**src/sars_params.svh**
```systemverilog
// Offsets, field positions, reset values and reserved patterns for the
// serial port status and negotiation register bank.
// Assumes a 40 MHz clock and a classic Wishbone slave with 32-bit data.
`ifndef SARS_PARAMS_SVH
`define SARS_PARAMS_SVH

// Printed register indices; the byte address is four times the index.
`define SARS_IDX_STATUS      4'h1
`define SARS_IDX_ADV         4'h4
`define SARS_IDX_PARTNER     4'h5
`define SARS_IDX_IRQ_STATUS  4'h8
`define SARS_IDX_IRQ_MASK    4'h9
`define SARS_IDX_CONTROL     4'ha

// Status register field positions.
`define SARS_ST_ANEG_DONE    5
`define SARS_ST_LINK         2

// Advertisement register field positions.
`define SARS_AD_LINK         15
`define SARS_AD_DUPLEX       12
`define SARS_AD_SPEED_HI     11
`define SARS_AD_SPEED_LO     10
`define SARS_AD_TX_PAUSE     9
`define SARS_AD_RX_PAUSE     8
`define SARS_AD_MEDIA        7

// Partner ability field position, also its position in the code word.
`define SARS_LP_ACK          14

// Reset values and constant reserved patterns.
`define SARS_RST_STATUS      16'h0000
`define SARS_RST_ADV         16'h0001
`define SARS_RST_PARTNER     16'h0000
`define SARS_ADV_RSVD        16'h0001

// Interrupt bit positions in status and mask registers.
`define SARS_IRQ_LINK_DOWN   0
`define SARS_IRQ_ANEG_DONE   1
`define SARS_IRQ_PAGE_RX     2
`define SARS_IRQ_W           3

// Control register bit: enhanced negotiation enable.
`define SARS_CTL_ENH         0
`define SARS_CTL_RST         1'h1

`endif

```
**src/sars_pkg.sv**
```systemverilog
// Types shared by the status and negotiation register bank.
// Assumes the constants header sits in the same folder.
package sars_pkg;

  // Copper-side state resolved by the transceiver core.
  typedef struct packed {
    logic       link_up;
    logic       full_duplex;
    logic [1:0] speed;
    logic       tx_pause;
    logic       rx_pause;
    logic       fiber;
  } sars_copper_t;

  // Serial negotiation events from the link state machine.
  typedef struct packed {
    logic        link_up;
    logic        aneg_enabled;
    logic        aneg_done;
    logic        bypass;
    logic        page_rx;
    logic [15:0] page_word;
  } sars_serdes_t;

  // Wishbone request bundle.
  typedef struct packed {
    logic        cyc;
    logic        stb;
    logic        we;
    logic [3:0]  sel;
    logic [5:0]  adr;
    logic [31:0] dat;
  } sars_wb_req_t;

  // Bus access decode state.
  typedef enum logic [0:0] {
    SARS_IDLE = 1'b0,
    SARS_ACK  = 1'b1
  } sars_bus_st_t;

endpackage : sars_pkg

```
**src/sars_regs.sv**
```systemverilog
// Status and negotiation register bank of one serial gigabit port.
// Assumes a classic Wishbone master and core state synchronous to clk_i.
//
// Decided for this implementation: the Wishbone interface to the registers.
`timescale 1ns/1ps
`default_nettype none
`include "sars_params.svh"
module sars_regs (
  // Clock and reset.
  input  wire logic                clk_i,
  input  wire logic                rst_i,
  // Wishbone slave.
  input  wire sars_pkg::sars_wb_req_t wb_req_i,
  output logic              [31:0] wb_dat_o,
  output logic                     wb_ack_o,
  // Core state.
  input  wire sars_pkg::sars_copper_t copper_i,
  input  wire sars_pkg::sars_serdes_t serdes_i,
  // Interrupt.
  output logic                     irq_o
);
  import sars_pkg::*;

  // Bus handshake state.
  sars_bus_st_t bus_q;
  // Latched-low link bit, done bit and enhanced control bit.
  logic         link_ll_q;
  logic         done_q;
  logic         enh_q;
  logic         lp_ack;
  logic         link_prev_q;
  logic [`SARS_IRQ_W-1:0] irq_stat;
  logic [`SARS_IRQ_W-1:0] irq_mask;

  // Index decode of a word address.
  function automatic logic hit(input logic [5:0] a, input logic [3:0] i);
    hit = (a[5:2] == i) && (a[1:0] == 2'b00);
  endfunction : hit

  // A new access is one strobe seen while no answer is pending.
  wire acc_w   = wb_req_i.cyc && wb_req_i.stb && (bus_q == SARS_IDLE);
  wire rd_w    = acc_w && !wb_req_i.we;
  wire wr_w    = acc_w && wb_req_i.we && wb_req_i.sel[0];
  wire hit_st  = hit(wb_req_i.adr, `SARS_IDX_STATUS);
  wire hit_ad  = hit(wb_req_i.adr, `SARS_IDX_ADV);
  wire hit_lp  = hit(wb_req_i.adr, `SARS_IDX_PARTNER);
  wire hit_is  = hit(wb_req_i.adr, `SARS_IDX_IRQ_STATUS);
  wire hit_im  = hit(wb_req_i.adr, `SARS_IDX_IRQ_MASK);
  wire hit_ct  = hit(wb_req_i.adr, `SARS_IDX_CONTROL);
  wire st_rd_w = rd_w && hit_st;

  // Negotiation counts as complete only on a real negotiated finish.
  wire done_w  = serdes_i.aneg_done && serdes_i.aneg_enabled &&
                 !serdes_i.bypass;
  wire drop_w  = link_prev_q && !serdes_i.link_up;

  // Status word: only bits 5 and 2 live; the rest reads zero.
  wire [15:0] st_w = {10'h000, done_q, 2'b00, link_ll_q, 2'b00};

  // Advertisement word built live from copper state.
  wire [15:0] ad_w = {copper_i.link_up, 2'b00,
                      copper_i.full_duplex,
                      copper_i.speed,
                      copper_i.tx_pause & enh_q,
                      copper_i.rx_pause & enh_q,
                      copper_i.fiber & enh_q,
                      7'h01};

  // Partner ability word carries only the acknowledge bit.
  wire [15:0] lp_w = {1'b0, lp_ack, 14'h0000};

  // Read mux; unmapped addresses read as zero and are still answered.
  wire [31:0] rdat_w =
    hit_st ? {16'h0000, st_w} :
    hit_ad ? {16'h0000, ad_w} :
    hit_lp ? {16'h0000, lp_w} :
    hit_is ? {29'h0, irq_stat} :
    hit_im ? {29'h0, irq_mask} :
    hit_ct ? {31'h0, enh_q} : 32'h0000_0000;

  // One-cycle answer; ack drops the cycle after it was given.
  always_ff @(posedge clk_i) begin
    if (rst_i) begin
      bus_q    <= SARS_IDLE;
      wb_ack_o <= 1'b0;
      wb_dat_o <= 32'h0000_0000;
    end else begin
      bus_q    <= acc_w ? SARS_ACK : SARS_IDLE;
      wb_ack_o <= acc_w;
      if (rd_w) begin
        wb_dat_o <= rdat_w;
      end
    end
  end

  // Enhanced-negotiation control; writes elsewhere are dropped, except those to interrupt status and mask.
  always_ff @(posedge clk_i) begin
    if (rst_i) begin
      enh_q <= `SARS_CTL_RST;
    end else if (wr_w && hit_ct) begin
      enh_q <= wb_req_i.dat[`SARS_CTL_ENH];
    end
  end

  // Latched-low link: a drop holds low, a read re-arms to live state.
  // A drop in the read cycle wins so the loss is never missed.
  always_ff @(posedge clk_i) begin
    if (rst_i) begin
      link_ll_q   <= 1'b0;
      link_prev_q <= 1'b0;
      done_q      <= 1'b0;
    end else begin
      link_prev_q <= serdes_i.link_up;
      done_q      <= done_w;
      if (!serdes_i.link_up) begin
        link_ll_q <= 1'b0;
      end else if (st_rd_w) begin
        link_ll_q <= 1'b1;
      end
    end
  end

  // Partner acknowledge capture.
  sars_partner u_partner (
    .clk_i     (clk_i),
    .rst_i     (rst_i),
    .link_up_i (serdes_i.link_up),
    .page_rx_i (serdes_i.page_rx),
    .ack_bit_i (serdes_i.page_word[`SARS_LP_ACK]),
    .ack_o     (lp_ack)
  );

  // Events: link drop, negotiation finish rising, base page arrival.
  wire [`SARS_IRQ_W-1:0] ev_w = {serdes_i.page_rx,
                                 done_w && !done_q,
                                 drop_w};

  sars_irq u_irq (
    .clk_i     (clk_i),
    .rst_i     (rst_i),
    .event_i   (ev_w),
    .clr_we_i  (wr_w && hit_is),
    .mask_we_i (wr_w && hit_im),
    .wdata_i   (wb_req_i.dat[`SARS_IRQ_W-1:0]),
    .status_o  (irq_stat),
    .mask_o    (irq_mask),
    .irq_o     (irq_o)
  );
endmodule : sars_regs
`default_nettype wire

```
**src/sars_irq.sv**
```systemverilog
// Sticky interrupt status with mask and one level output.
// Assumes event pulses and write-one-to-clear strobes on the same clock.
`timescale 1ns/1ps
`default_nettype none
`include "sars_params.svh"
module sars_irq (
  // Clock and reset.
  input  wire logic                   clk_i,
  input  wire logic                   rst_i,
  // Events and software access.
  input  wire logic [`SARS_IRQ_W-1:0] event_i,
  input  wire logic                   clr_we_i,
  input  wire logic                   mask_we_i,
  input  wire logic [`SARS_IRQ_W-1:0] wdata_i,
  // Results.
  output logic      [`SARS_IRQ_W-1:0] status_o,
  output logic      [`SARS_IRQ_W-1:0] mask_o,
  output logic                        irq_o
);
  import sars_pkg::*;

  // Clear mask; a new event in the same cycle wins over the clear.
  wire [`SARS_IRQ_W-1:0] clr_w  = clr_we_i ? wdata_i : '0;
  wire [`SARS_IRQ_W-1:0] stat_d = (status_o & ~clr_w) | event_i;

  // Status, mask and the registered interrupt level.
  always_ff @(posedge clk_i) begin
    if (rst_i) begin
      status_o <= '0;
      mask_o   <= '0;
      irq_o    <= 1'b0;
    end else begin
      status_o <= stat_d;
      if (mask_we_i) begin
        mask_o <= wdata_i;
      end
      irq_o <= |(stat_d & (mask_we_i ? wdata_i : mask_o));
    end
  end

endmodule : sars_irq
`default_nettype wire

```
**src/sars_partner.sv**
```systemverilog
// Partner acknowledge capture from the received base page.
// Assumes page_rx is a one-cycle pulse with the code word valid alongside.
`timescale 1ns/1ps
`default_nettype none
`include "sars_params.svh"
module sars_partner (
  // Clock and reset.
  input  wire logic  clk_i,
  input  wire logic  rst_i,
  // Link events.
  input  wire logic  link_up_i,
  input  wire logic  page_rx_i,
  input  wire logic  ack_bit_i,
  // Captured acknowledge.
  output logic       ack_o
);
  import sars_pkg::*;

  // Link loss clears; a page with link up loads the received bit.
  always_ff @(posedge clk_i) begin
    if (rst_i) begin
      ack_o <= 1'b0;
    end else if (!link_up_i) begin
      ack_o <= 1'b0;
    end else if (page_rx_i) begin
      ack_o <= ack_bit_i;
    end
  end

endmodule : sars_partner
`default_nettype wire

```
**config.mk**
```make
export PLATFORM = sky130hd
export DESIGN_NAME = sars_regs
export DESIGN_NICKNAME = d
export VERILOG_FILES = /design/src/sars_pkg.sv /design/src/sars_regs.sv /design/src/sars_irq.sv /design/src/sars_partner.sv
export VERILOG_INCLUDE_DIRS = /design/src
export SDC_FILE = /design/constraint.sdc
export NUM_CORES = 1
export LEC_CHECK = 0
export BUFFER_PORTS_ARGS = -buffer_cell sky130_fd_sc_hd__clkbuf_2
export CORE_MARGIN = 2
export CORE_UTILIZATION = 39
export DETAILED_ROUTE_END_ITERATION = 10
export PLACE_DENSITY = 0.95
export SLEW_MARGIN = 20
export SYNTH_ARGS = -nofsm -noshare
export SYNTH_HDL_FRONTEND = slang
export SYNTH_HIERARCHICAL = 1
export SYNTH_SLANG_ARGS = --single-unit
```
**constraint.sdc**
```tcl
create_clock -name clk_i -period 6 [get_ports clk_i]
set_input_delay 0.9 -clock clk_i [delete_from_list [all_inputs] [get_ports clk_i]]
set_output_delay 0.9 -clock clk_i [all_outputs]
set_load 0.01 [all_outputs]
```
* Yosys cells after proc, flatten, opt, wreduce, memory -nomap -nowiden
Index checks and enable logic that the tools add are counted. W data, S select, Z words.
Storage, ports and cells: register bits 46, bits of input ports 75, word-level logic and storage cells 61
Operators by class: eq/ne operators 6, mux-type cells 9, bitwise logic cells 9, reductions and logical operators 26
Operators by type and width (count):
- $mux W16 | 2
- $logic_and A1 B1 Y1 | 19
- $mux W15 | 1
- $eq A4 B4 Y1 const B | 3
- $mux W3 | 4
- $eq A4 B3 Y1 const B | 2
- $and A3 B3 Y3 | 2
- $eq A4 B1 Y1 const B | 1
- $logic_not A1 Y1 | 4
- $and A1 B1 Y1 | 3
- $not A3 Y3 | 1
- $or A3 B3 Y3 | 1
- $reduce_or A3 Y1 | 1
- $logic_not A2 Y1 | 1
- $mux W1 | 2
- $not A1 Y1 | 2
- $reduce_or A2 Y1 | 1

* Depth between registers and ports, before layout
Gate-level depths: netlist (run 1).
depth in word-level cells 11, depth in mapped cells 7

* Cells and area by module
The synthesis (run 1) kept the hierarchy.
Modules (own cells, without submodules):
- sars_regs | instances 1, cells each 104, area each 894.6 um^2, sequential area each 340.3 um^2
- sars_irq | instances 1, cells each 26, area each 261.5 um^2, sequential area each 140.1 um^2
- sars_partner | instances 1, cells each 3, area each 42.5 um^2, sequential area each 20.0 um^2

* Worst setup path before layout (run 1)
Ideal clock, no wire load.
path type input-to-reg, start point in wb_req_i[34] (netlist bit), end point reg u_irq.irq_o, data arrival time 2.441 ns, required time 5.872 ns, slack 3.432 ns, cell stages on the path 7, buffers on the path 1, cells stage by stage buf_4 -> or4b_1 -> nor3b_1 -> nor2b_1 -> mux2i_1 -> a211o_1 -> o221ai_2
On the way: cells in the longest elaborated chain, start to end 9, elaborated cells on any way between the ends 13, classes of those cells 2 x eq/ne; 2 x mux; 4 x bitwise; 5 x reduce/logical
Ends and longest elaborated chain:
- from (decl) | RTL line sars_regs.sv:13 | input wire sars_pkg::sars_wb_req_t wb_req_i,
- $eq A4 B4 Y1 | RTL line sars_regs.sv:37 | hit = (a[5:2] == i) && (a[1:0] == 2'b00);
- $logic_and A1 B1 Y1 | RTL line sars_regs.sv:37
- $logic_and A1 B1 Y1 | RTL line sars_regs.sv:142 | .clr_we_i (wr_w && hit_is),
- $mux W3 | RTL line sars_irq.sv:23 | wire [`SARS_IRQ_W-1:0] clr_w = clr_we_i ? wdata_i : '0;
- $not A3 Y3 | RTL line sars_irq.sv:24 | wire [`SARS_IRQ_W-1:0] stat_d = (status_o & ~clr_w) | event_i;
- $and A3 B3 Y3 | RTL line sars_irq.sv:24
- $or A3 B3 Y3 | RTL line sars_irq.sv:24
- $and A3 B3 Y3 (*) | RTL line sars_irq.sv:37 | irq_o <= |(stat_d & (mask_we_i ? wdata_i : mask_o));
- $reduce_or A3 Y1 (*) | RTL line sars_irq.sv:37
- to (signal assigned) | RTL line sars_irq.sv:37
- to (decl) | RTL line sars_irq.sv:18 | output logic irq_o
Mark *: on every way between the ends. The rest lies on a longest branch, timed or not. A chain may end at the register's enable or synchronous reset.

* Final worst setup path (run 1)
Same ends and word-level chain as after synthesis.

==> results.tsv, run 1 <==
stage	metric	value	unit
setup_path	reg2reg setup slack	3.98	ns
route	TritonRoute pass-1 iters	4	
global_routing	vias in the first global route	900	
setup_path	Setup CP Type	in2reg	
route	Via density	4.88	
placed_design	routability cong.	0.798	
route	DR DRC count	0	
global_routing	first-pass GRT wire length	3930	um
flow_run	max-cap violation count	0	
layout	Area Growth Syn to Fin	14.6	%
clock_network	TritonCTS clock tree	done	
synthesis	Synth area leaders	dfxtp_1 42%, buf_4 13%, nor2_1 6.3%	
die	# IOs	109	
power_and_ir_drop	sequential power share	61.9	%
power_and_ir_drop	sw power	67.9	uW
setup_path	crit-path max cell delay	0.48	ns
synthesis	fraction of registers with async set/reset	0	%
route	routed len/inst	11.8	um
setup_path	arrival time worst endpoint	2.69	ns
layout	# diodes	0	
timing	Setup TNS Final	0	ns
layout	layout cells sized above 1	29.1	%
die	initial core utilization	40.3	%
global_routing	initial antenna violation count	0	
timing	period utilization	41.3	%
placed_design	IO Port Bufs	41	
synthesis	Yosys reg bits	25	
timing	slew margin rel.	52.0	%
die	chip height	59.4	um
timing	Final setup viols	0	
synthesis	area share of the largest cell type after synthesis	41.8	%
synthesis	Mapped Area	1200	sq um
synthesis	register area share after synthesis	41.8	%
placed_design	placed cell area	1350	sq um
power_and_ir_drop	LEAKAGE	0.620	nW
timing	RSZ-0062 raised after global routing	false	
worst_hold_path	worst hold path class	reg2reg	
layout	final instance area	1370	sq um
placed_design	DP HPWL	1890	um
power_and_ir_drop	VDD IR max	0.000104	V
route	ANT nets after route	0	
power_and_ir_drop	Logic pwr share	11.4	%
power_and_ir_drop	Int Power	207	uW
setup_path	Critical Path Fanout Max	9	
clock_network	CTS Hold Buffers Added	0	
setup_path	critical path required time	6.21	ns
timing	Slew @ Worst Pin	0.716	ns
setup_path	CP Cell Sequence	clkbuf_2, or4b_1, nor3b_1, nor2b_1, mux2i_1, a211o_1, o221ai_2	
global_routing	global route total overflow	0	
route	DR vias	1000	
global_routing	GRT Util Overall	14.6	%
route	drt initial violations	25	
timing	Hold Vio Cnt, Final	0	
timing	Peak Freq	0.404	GHz
clock_network	clock-pin slew on the worst setup and hold paths	0.13	ns
layout	Final nets	248	
synthesis	prevailing post-synth register cell	dfxtp_1	
die	num rows	20	
synthesis	Synth area leader	dfxtp_1	
clock_network	clk root buf	clkbuf_4	
clock_network	CTS buffer count	3	
setup_path	critical path endpoint category	register	
layout	most common cell after layout, fill and taps aside	clkbuf_2	
clock_network	htree depth	1	
die	core area	2980	sq um
synthesis	Synth warnings	6	
timing	skew final	0.00406	ns
power_and_ir_drop	switching part of the total	24.8	%
die	chip width	59.4	um
route	DRT Wirelength	2420	um
synthesis	Post-Synthesis Cells	133	
clock_network	Clock Path Buffers	2	
timing	Slew Limit Fails	0	
global_routing	pin count of the biggest net entering global routing	27	
die	Die ar.	3530	sq um
layout	most frequent cells in the layout	41 x clkbuf_2, 25 x dfxtp_1, 20 x nor2_1, 20 x conb_1, 6 x mux2i_1	
setup_path	Startpoint Class	input port	
run_status	status	finished, final reports clean	
power_and_ir_drop	Clock power frac	26.7	%
synthesis	library cells used by synthesis	32	
clock_network	CTS-repair resized insts	0	
clock_network	clock sink count	25	
setup_path	slowest CP cell	or4b_1	
synthesis	EDFF count, synth	0	
clock_network	Clk Latency, worst-skew pair	0.31	ns
synthesis	synthesized area per cell	9.01	sq um
timing	Period minus WS final	2.48	ns
clock_network	Post-CTS Setup Repair Bufs	0	
power_and_ir_drop	power density over the cells	200	nW/um^2
registers in the layout, indices dropped and copies added (netlist names):
signal           cells
wb_dat_o            12
u_irq/mask_o         3
u_irq/status_o       3
done_q               1
enh_q                1
link_ll_q            1
link_prev_q          1
u_irq/irq_o          1
u_partner/ack_o      1
wb_ack_o             1
layer usage:
metal | track usage (%) | vias up | part of all wire, %
met5 | 0 | - | 0
met4 | 4.22 | 0 | 0.66
met3 | 3.93 | 4 | 7.6
met2 | 26.1 | 47 | 50
met1 | 16.8 | 444 | 41
li1 | - | 505 | -
worst max-delay path: cells and delay by family:
family          cells  cell delay, ns
compound gates      2            0.23
buf+inv             1            0.19
mux                 1            0.27
simple gates        3            1.09
cell usage after synthesis (2+ instances only):
cell / count
a21oi_1: 5
a221oi_1: 2
a22oi_1: 5
a32oi_1: 3
buf_4: 21
clkbuf_1: 5
dfxtp_1: 25
inv_1: 4
mux2i_1: 6
nand2_1: 5
nand3b_1: 2
nor2_1: 20
nor2b_1: 5
nor3_1: 2
nor4_1: 3
o22ai_1: 2
or2_1: 2
or4b_1: 2
logic make-up after synthesis:
| kind of cell | count (synthesis) | synth area share (%) |
|---|---|---|
| DFF | 25 | 41.8 |
| buffers and inverters | 30 | 16.0 |
| muxes | 6 | 5.01 |
| and+or+nand+nor | 50 | 23.6 |
| other | 1 | 0.313 |
| AOI/OAI and AO/OA | 21 | 13.4 |
final cells by class:
type	count	area (sq um)
well taps	33	41.3
clock buffers	4	26.3
inverters	4	15.0
multi-input cells	97	578
fillers	289	1600
flip-flops and latches	25	500
repair buffers	42	213
metrics by stage:
step | util, % | hold slack, ns | setup slack [ns] | instances | total power [mW]
3_5_place_dp | 45.3 | 0.457 | 3.20 | 201 | 0.205
3_3_place_gp | 45.3 | 0.440 | 3.22 | 201 | 0.204
6_report | 46.1 | 0.473 | 3.52 | 205 | 0.274
4_1_cts | 46.1 | 0.474 | 3.54 | 205 | 0.278
5_1_grt | 46.1 | 0.496 | 3.36 | 205 | 0.289
2_1_floorplan | - | 0.442 | 3.43 | 152 | 0.200
worst paths after layout:
check	start	to	cells past startpoint
worst max-delay path	wb_req_i[34]	u_irq/irq_o	7
worst min-delay path	wb_dat_o[14]	wb_dat_o[14]	2
worst max register to register	wb_ack_o	wb_dat_o[2]	4
worst min register to register	wb_dat_o[14]	wb_dat_o[14]	2
power groups by stage:
stage               registers, mW  logic, mW  clock network [mW]
floorplan                   0.174     0.0269                   0
global placement            0.173     0.0302                   0
detailed placement          0.174     0.0309                   0
CTS                         0.170     0.0311              0.0765
global route                0.170     0.0352              0.0830
finish                      0.170     0.0313              0.0732
Note: power is estimated with default switching activity, not from simulation.
==> run 2: changes to the inputs <==
- CORE_UTILIZATION: 39 -> 37
- PLACE_DENSITY: 0.95 -> 0.91
- clock period: 6 -> 2.4 ns (I/O delays scaled with it)
==> run 2 against run 1 <==
  * Sequential cell count did not move
  * Non-clock buffer count rose by 2
  * Combinational power rose to 2.6 times the previous value
  * Largest cell class unchanged
  * Highest routed layer unchanged
  * Largest power group unchanged
==> results.tsv, run 2 (synthesis results as in run 1) <==
stage	metric	value	unit	change
run_status	status	finished, final reports clean		unchanged
layout	layout cells sized above 1	30.5	%	was 29.1%
setup_path	crit-path max cell delay	0.55	ns	was 0.48 ns
setup_path	r2r worst-path depth	6		was 4
layout	Largest register FFs	12		unchanged
die	# IOs	109		unchanged
clock_network	clk root buf	clkbuf_4		unchanged
setup_path	CP bufs+invs	1		unchanged
clock_network	CTS-repair resized insts	0		unchanged
power_and_ir_drop	Tot Pwr	686	uW	was 274 uW
die	initial core utilization	38.9	%	was 40.3%
clock_network	CTS buffer count	3		unchanged
placed_design	placed cell area	1380	sq um	was 1350 sq um
setup_path	Setup CP Type	in2reg		unchanged
clock_network	clock sink count	25		unchanged
power_and_ir_drop	LEAKAGE	0.631	nW	was 0.620 nW
power_and_ir_drop	sequential power share	61.9	%	about the same
timing	period utilization	79.1	%	
layout	FF/Latch Area	500	sq um	unchanged
clock_network	htree depth	1		unchanged
layout	multi-input logic area	578	sq um	unchanged
global_routing	initial antenna violation count	0		unchanged
setup_path	slowest CP cell	or4b_1		unchanged
layout	fill count	334		was 289
timing	Slew Limit Fails	0		unchanged
timing	RSZ-0062 raised after global routing	false		unchanged
route	ANT nets after route	0		unchanged
worst_hold_path	worst hold path class	in2reg		was reg2reg
timing	Period minus WS final	1.90	ns	
setup_path	critical path endpoint category	register		unchanged
clock_network	Post-CTS Setup Repair Bufs	0		unchanged
die	num rows	20		unchanged
die	Die ar.	3710	sq um	was 3530 sq um
power_and_ir_drop	VDD IR max	0.000234	V	was 0.000104 V
timing	Slew @ Worst Pin	0.522	ns	was 0.716 ns
setup_path	arrival time worst endpoint	2.10	ns	was 2.69 ns
route	Via density	4.55		was 4.88
layout	# diodes	0		unchanged
power_and_ir_drop	Logic pwr share	11.7	%	was 11.4%
worst_hold_path	worst hold stages	3		was 2
route	DR vias	992		was 1000
placed_design	IO Port Bufs	41		unchanged
timing	Peak Freq	0.527	GHz	
setup_path	Startpoint Class	input port		unchanged
setup_path	Worst Setup SP	wb_req_i[33]		was wb_req_i[34]
route	TritonRoute pass-1 iters	4		unchanged
worst_hold_path	min-delay src	copper_i[3]		was wb_dat_o[14]
setup_path	reg2reg setup slack	0.63	ns	was 3.98 ns
setup_path	Critical Path Fanout Max	3		was 9
global_routing	first-pass GRT wire length	3550	um	was 3930 um
worst_hold_path	Hold Path End	wb_dat_o[10]		was wb_dat_o[14]
route	DR DRC count	0		unchanged
clock_network	CTS Hold Buffers Added	0		unchanged
power_and_ir_drop	Int Power	516	uW	was 207 uW
power_and_ir_drop	power density over the cells	489	nW/um^2	was 200 nW/um^2
power_and_ir_drop	sw power	171	uW	was 67.9 uW
timing	Hold Vio Cnt, Final	0		unchanged
timing	slew margin rel.	64.9	%	was 52.0%
die	chip width	60.9	um	was 59.4 um
global_routing	global route total overflow	0		unchanged
timing	Final setup viols	0		unchanged
route	drt initial violations	47		was 25
power_and_ir_drop	Clock power frac	26.4	%	was 26.7%
setup_path	worst reg2reg path startpoint	wb_ack_o		unchanged
setup_path	CP Cell Sequence	clkbuf_2, or4b_1, nor3b_1, nor2b_1, mux2i_1, a211o_1, o221ai_2		unchanged
layout	most frequent cells in the layout	41 x clkbuf_2, 25 x dfxtp_1, 20 x nor2_1, 20 x conb_1, 6 x mux2i_1		unchanged
die	chip height	60.9	um	was 59.4 um
clock_network	clock-pin slew on the worst setup and hold paths	0.13	ns	about the same
setup_path	cell family with most CP delay	simple AND/OR/NAND/NOR gates		unchanged
placed_design	routability cong.	0.861		was 0.798
setup_path	reg2reg end	u_irq/irq_o		was wb_dat_o[2]
global_routing	GRT Util Overall	12.9	%	was 14.6%
placed_design	DP HPWL	1810	um	was 1890 um
layout	Final nets	250		was 248
layout	final core occ	45.6	%	was 46.1%
layout	final instance area	1400	sq um	was 1370 sq um
timing	Setup TNS Final	0	ns	unchanged
layout	biggest regs	wb_dat_o x12, u_irq/mask_o x3, u_irq/status_o x3		unchanged
route	DRT Wirelength	2290	um	was 2420 um
clock_network	Clock Path Buffers	2		unchanged
global_routing	pin count of the biggest net entering global routing	27		unchanged
layout	Area Growth Syn to Fin	17.1	%	was 14.6%
clock_network	TritonCTS clock tree	done		unchanged
flow_run	max-cap violation count	0		unchanged
route	routed len/inst	10.5	um	was 11.8 um
setup_path	critical path required time	2.61	ns	was 6.21 ns
clock_network	Clk Latency, worst-skew pair	0.32	ns	was 0.31 ns
setup_path	WP depth	7		unchanged
die	core area	3080	sq um	was 2980 sq um
global_routing	vias in the first global route	841		was 900
layout	Largest Register	wb_dat_o		unchanged
layout	most common cell after layout, fill and taps aside	clkbuf_2		unchanged
timing	skew final	0.00866	ns	was 0.00406 ns
power_and_ir_drop	switching part of the total	24.9	%	was 24.8%
run 2: area by class of cell:
class                      count  area share, %
sequential                    25           35.7
clock buffer                   3           1.60
timing repair buffer          44           16.2
multi-input combinational     97           41.2
inverter                       4           1.07
tap                           44           3.92
clock inverter                 1          0.357
run 2: through the flow:
| step | cells | hold WS [ns] | setup slack (ns) |
|---|---|---|---|
| floorplan | 152 | 0.429 | 0.372 |
| global placement | 214 | 0.443 | 0.190 |
| detailed placement | 214 | 0.450 | 0.180 |
| CTS | 218 | 0.263 | 0.522 |
| global route | 218 | 0.244 | 0.410 |
| finish | 218 | 0.270 | 0.503 |
run 2: how the worst max path moves through the flow:
stage	end	slack (ns)
after floorplan	u_irq/irq_o	0.37
final	u_irq/irq_o	0.50
after CTS	u_irq/irq_o	0.52
after global placement	u_irq/irq_o	0.19
after global routing	u_irq/irq_o	0.41
after detailed placement	u_irq/irq_o	0.18
run 2: power groups by stage:
stage / Sequential, mW / Clock, mW / Combinational, mW
finish: 0.425 / 0.181 / 0.0804
global route: 0.426 / 0.214 / 0.0899
CTS: 0.425 / 0.193 / 0.0804
detailed placement: 0.434 / 0 / 0.0799
global placement: 0.434 / 0 / 0.0783
floorplan: 0.434 / 0 / 0.0672
run 2: per-layer routing:
metal | global-route usage, % | up-vias | routed length (um)
met5 | 0 | - | 0
met4 | 3.73 | 0 | 23
met3 | 4.69 | 5 | 165
met2 | 23.7 | 37 | 1120
met1 | 13.7 | 441 | 979
li1 | - | 509 | -
run 2: worst min-delay path: stages:
cell      delay (ns)
clkbuf_2        0.08
a22oi_1         0.05
nor2_1          0.07
==> run 3: changes to the inputs <==
- ABC_AREA: not set -> 1
- CORE_UTILIZATION: 37 -> 35
- PLACE_DENSITY: 0.91 -> 0.87
- clock period: 2.4 -> 1.6 ns (I/O delays scaled with it)
==> run 3 against run 2 <==
  * Hold slack worse by 0.12 ns
  * Largest power group unchanged
  * Critical path type is now reg2reg
  * Total power is 67% higher
  * Cell count is 28% higher
  * Wire length is 21% higher
  * Die area is 16% higher
  * Core utilization is 3.0 points lower
  * Synthesized cell count is 41% higher
  * Synthesized area is 11% higher
  * Global-route usage is 1.2 points higher
  * Clock skew is 0.0069 ns lower
  * Combinational power is 78% higher
==> results.tsv, run 3 <==
stage	metric	value	unit	change
run_status	status	finished, final reports clean		unchanged
synthesis	Post-Synthesis Cells	187		was 133
route	TritonRoute pass-1 iters	4		unchanged
layout	Largest register FFs	12		unchanged
timing	Hold Vio Cnt, Final	0		unchanged
clock_network	clock-pin slew on the worst setup and hold paths	0.08	ns	was 0.13 ns
power_and_ir_drop	LEAKAGE	0.772	nW	was 0.631 nW
synthesis	fraction of registers with async set/reset	0	%	unchanged
die	# IOs	109		unchanged
layout	most common cell after layout, fill and taps aside	nand2_1		was clkbuf_2
route	DR vias	1217		was 992
flow_run	max-cap violation count	0		unchanged
clock_network	Clk Latency, worst-skew pair	0.26	ns	was 0.32 ns
layout	Final nets	307		was 250
setup_path	arrival time worst endpoint	1.56	ns	was 2.10 ns
synthesis	register area share after synthesis	37.7	%	was 41.8%
layout	biggest regs	wb_dat_o x12, u_irq/mask_o x3, u_irq/status_o x3		unchanged
worst_hold_path	worst hold path class	in2reg		unchanged
synthesis	Post-synth top cells	51 x nand2_1, 25 x dfxtp_1, 21 x buf_4, 21 x inv_1, 18 x a21oi_1		was 25 x dfxtp_1, 21 x buf_4, 20 x nor2_1
synthesis	Yosys reg bits	25		unchanged
clock_network	Clock Path Buffers	2		unchanged
global_routing	vias in the first global route	1161		was 841
route	DR DRC count	0		unchanged
setup_path	critical path endpoint category	register		unchanged
timing	Peak Freq	0.720	GHz	
placed_design	routability cong.	0.838		was 0.861
route	Via density	4.36		was 4.55
power_and_ir_drop	VDD IR max	0.000523	V	was 0.000234 V
route	drt initial violations	56		was 47
layout	Largest Register	wb_dat_o		unchanged
die	chip width	65.6	um	was 60.9 um
setup_path	critical path required time	1.77	ns	was 2.61 ns
setup_path	Startpoint Class	register		was input port
global_routing	pin count of the biggest net entering global routing	24		was 27
die	initial core utilization	36.2	%	was 38.9%
clock_network	clk root buf	clkbuf_8		was clkbuf_4
placed_design	IO Port Bufs	41		unchanged
clock_network	CTS-repair resized insts	0		unchanged
route	ANT nets after route	0		unchanged
placed_design	DP HPWL	2210	um	was 1810 um
clock_network	TritonCTS clock tree	done		unchanged
clock_network	Post-CTS Setup Repair Bufs	0		unchanged
synthesis	area share of the largest cell type after synthesis	37.7	%	was 41.8%
clock_network	clock sink count	25		unchanged
global_routing	initial antenna violation count	0		unchanged
synthesis	Synth area leaders	dfxtp_1 38%, nand2_1 14%, buf_4 12%		was dfxtp_1 42%, buf_4 13%, nor2_1 6.3%
layout	layout cells sized above 1	26.0	%	was 30.5%
clock_network	htree depth	1		unchanged
die	chip height	65.6	um	was 60.9 um
synthesis	synthesized area per cell	7.09	sq um	was 9.01 sq um
clock_network	CTS buffer count	3		unchanged
route	DRT Wirelength	2770	um	was 2290 um
timing	Period minus WS final	1.39	ns	
global_routing	first-pass GRT wire length	4770	um	was 3550 um
clock_network	CTS Hold Buffers Added	0		unchanged
die	num rows	22		was 20
timing	Slew Limit Fails	0		unchanged
layout	Area Growth Syn to Fin	17.6	%	was 17.1%
timing	Setup TNS Final	0	ns	unchanged
placed_design	Post-Place Cells	275		was 214
layout	most frequent cells in the layout	51 x nand2_1, 41 x clkbuf_2, 25 x dfxtp_1, 21 x inv_1, 20 x conb_1		was 41 x clkbuf_2, 25 x dfxtp_1, 20 x nor2_1, 20 x conb_1, 6 x mux2i_1
synthesis	library cells used by synthesis	24		was 32
timing	Final setup viols	0		unchanged
power_and_ir_drop	power density over the cells	735	nW/um^2	was 489 nW/um^2
synthesis	prevailing post-synth register cell	dfxtp_1		unchanged
timing	skew final	0.00174	ns	was 0.00866 ns
synthesis	Mapped Area	1330	sq um	was 1200 sq um
synthesis	Synth warnings	6		unchanged
timing	period utilization	86.9	%	
synthesis	leading cell type by number of instances after synthesis	nand2_1		was dfxtp_1
layout	# diodes	0		unchanged
timing	RSZ-0062 raised after global routing	false		unchanged
die	core area	3660	sq um	was 3080 sq um
global_routing	global route total overflow	0		unchanged
layout	fin cells	279		was 218
route	routed len/inst	9.91	um	was 10.5 um
setup_path	Critical Path Fanout Max	4		was 3
die	Die ar.	4300	sq um	was 3710 sq um
global_routing	GRT Util Overall	14.1	%	was 12.9%
setup_path	Setup CP Type	reg2reg		was in2reg
synthesis	EDFF count, synth	0		unchanged
synthesis	Synth area leader	dfxtp_1		unchanged
[run 3: per-stage QoR]
step | util (%) | hold WS [ns] | setup slack (ns) | power (mW) | area [sq um]
3_5_place_dp | 41.2 | 0.428 | 0.0880 | 0.797 | 1510
5_1_grt | 42.6 | 0.152 | 0.0229 | 1.21 | 1560
4_1_cts | 42.5 | 0.139 | 0.172 | 1.17 | 1560
6_report | 42.6 | 0.147 | 0.210 | 1.15 | 1560
2_1_floorplan | - | 0.309 | 0.221 | 0.771 | 1400
3_3_place_gp | 41.2 | 0.421 | 0.152 | 0.793 | 1510
[run 3: final timing paths]
kind	startpoint	end	slack, ns	cells after the start
worst max-delay path	wb_ack_o	u_irq/irq_o	0.21	11
worst min-delay path	serdes_i[17]	done_q	0.15	2
worst max register to register	wb_ack_o	u_irq/irq_o	0.21	11
worst min register to register	wb_dat_o[11]	wb_dat_o[11]	0.47	2
[run 3: power by group]
part           leakage (nW)  internal (mW)  total (mW)  switching, mW
combinational         0.544         0.0479       0.143         0.0955
clock                0.0255          0.174       0.364          0.190
sequential            0.203          0.633       0.639        0.00647
total                 0.772          0.855        1.15          0.292
[run 3: area by class of cell]
cell class | instances | area (sq um)
tap | 48 | 60.1
clock buffer | 3 | 41.3
sequential | 25 | 500
clock inverter | 1 | 5.00
timing repair buffer | 43 | 220
multi-input combinational | 137 | 651
fill | 387 | 2100
inverter | 22 | 82.6
[run 3: critical path, stage by stage (launching register included)]
cell and delay (ns):
dfxtp_1 0.35, nor2_4 0.14, nand3_1 0.13, nor3_2 0.13, buf_4 0.15, inv_2 0.04, nand2_1 0.07, nand2_1 0.06
nand2_1 0.06, nand3_1 0.07, nand2_1 0.06, inv_1 0.03
[run 3: cell families (layout without fill, tap and decap cells)]
| kind of cell | after synthesis | after routing | synth area share [%] |
|---|---|---|---|
| other | 1 | 20 | 0.283 |
| buffers and inverters | 44 | 69 | 19.0 |
| flip-flops | 25 | 25 | 37.7 |
| AO/OA/AOI/OAI | 25 | 25 | 10.3 |
| AND/OR/NAND/NOR | 92 | 92 | 32.7 |
[run 3: routing by layer]
metal  GRT usage (%)  wire length, um  vias to the layer above
met3            4.62              190                        2
li1                -                -                      636
met5               0                0                        -
met2            25.8             1360                       40
met4            3.39               13                        0
met1            15.6             1200                      539
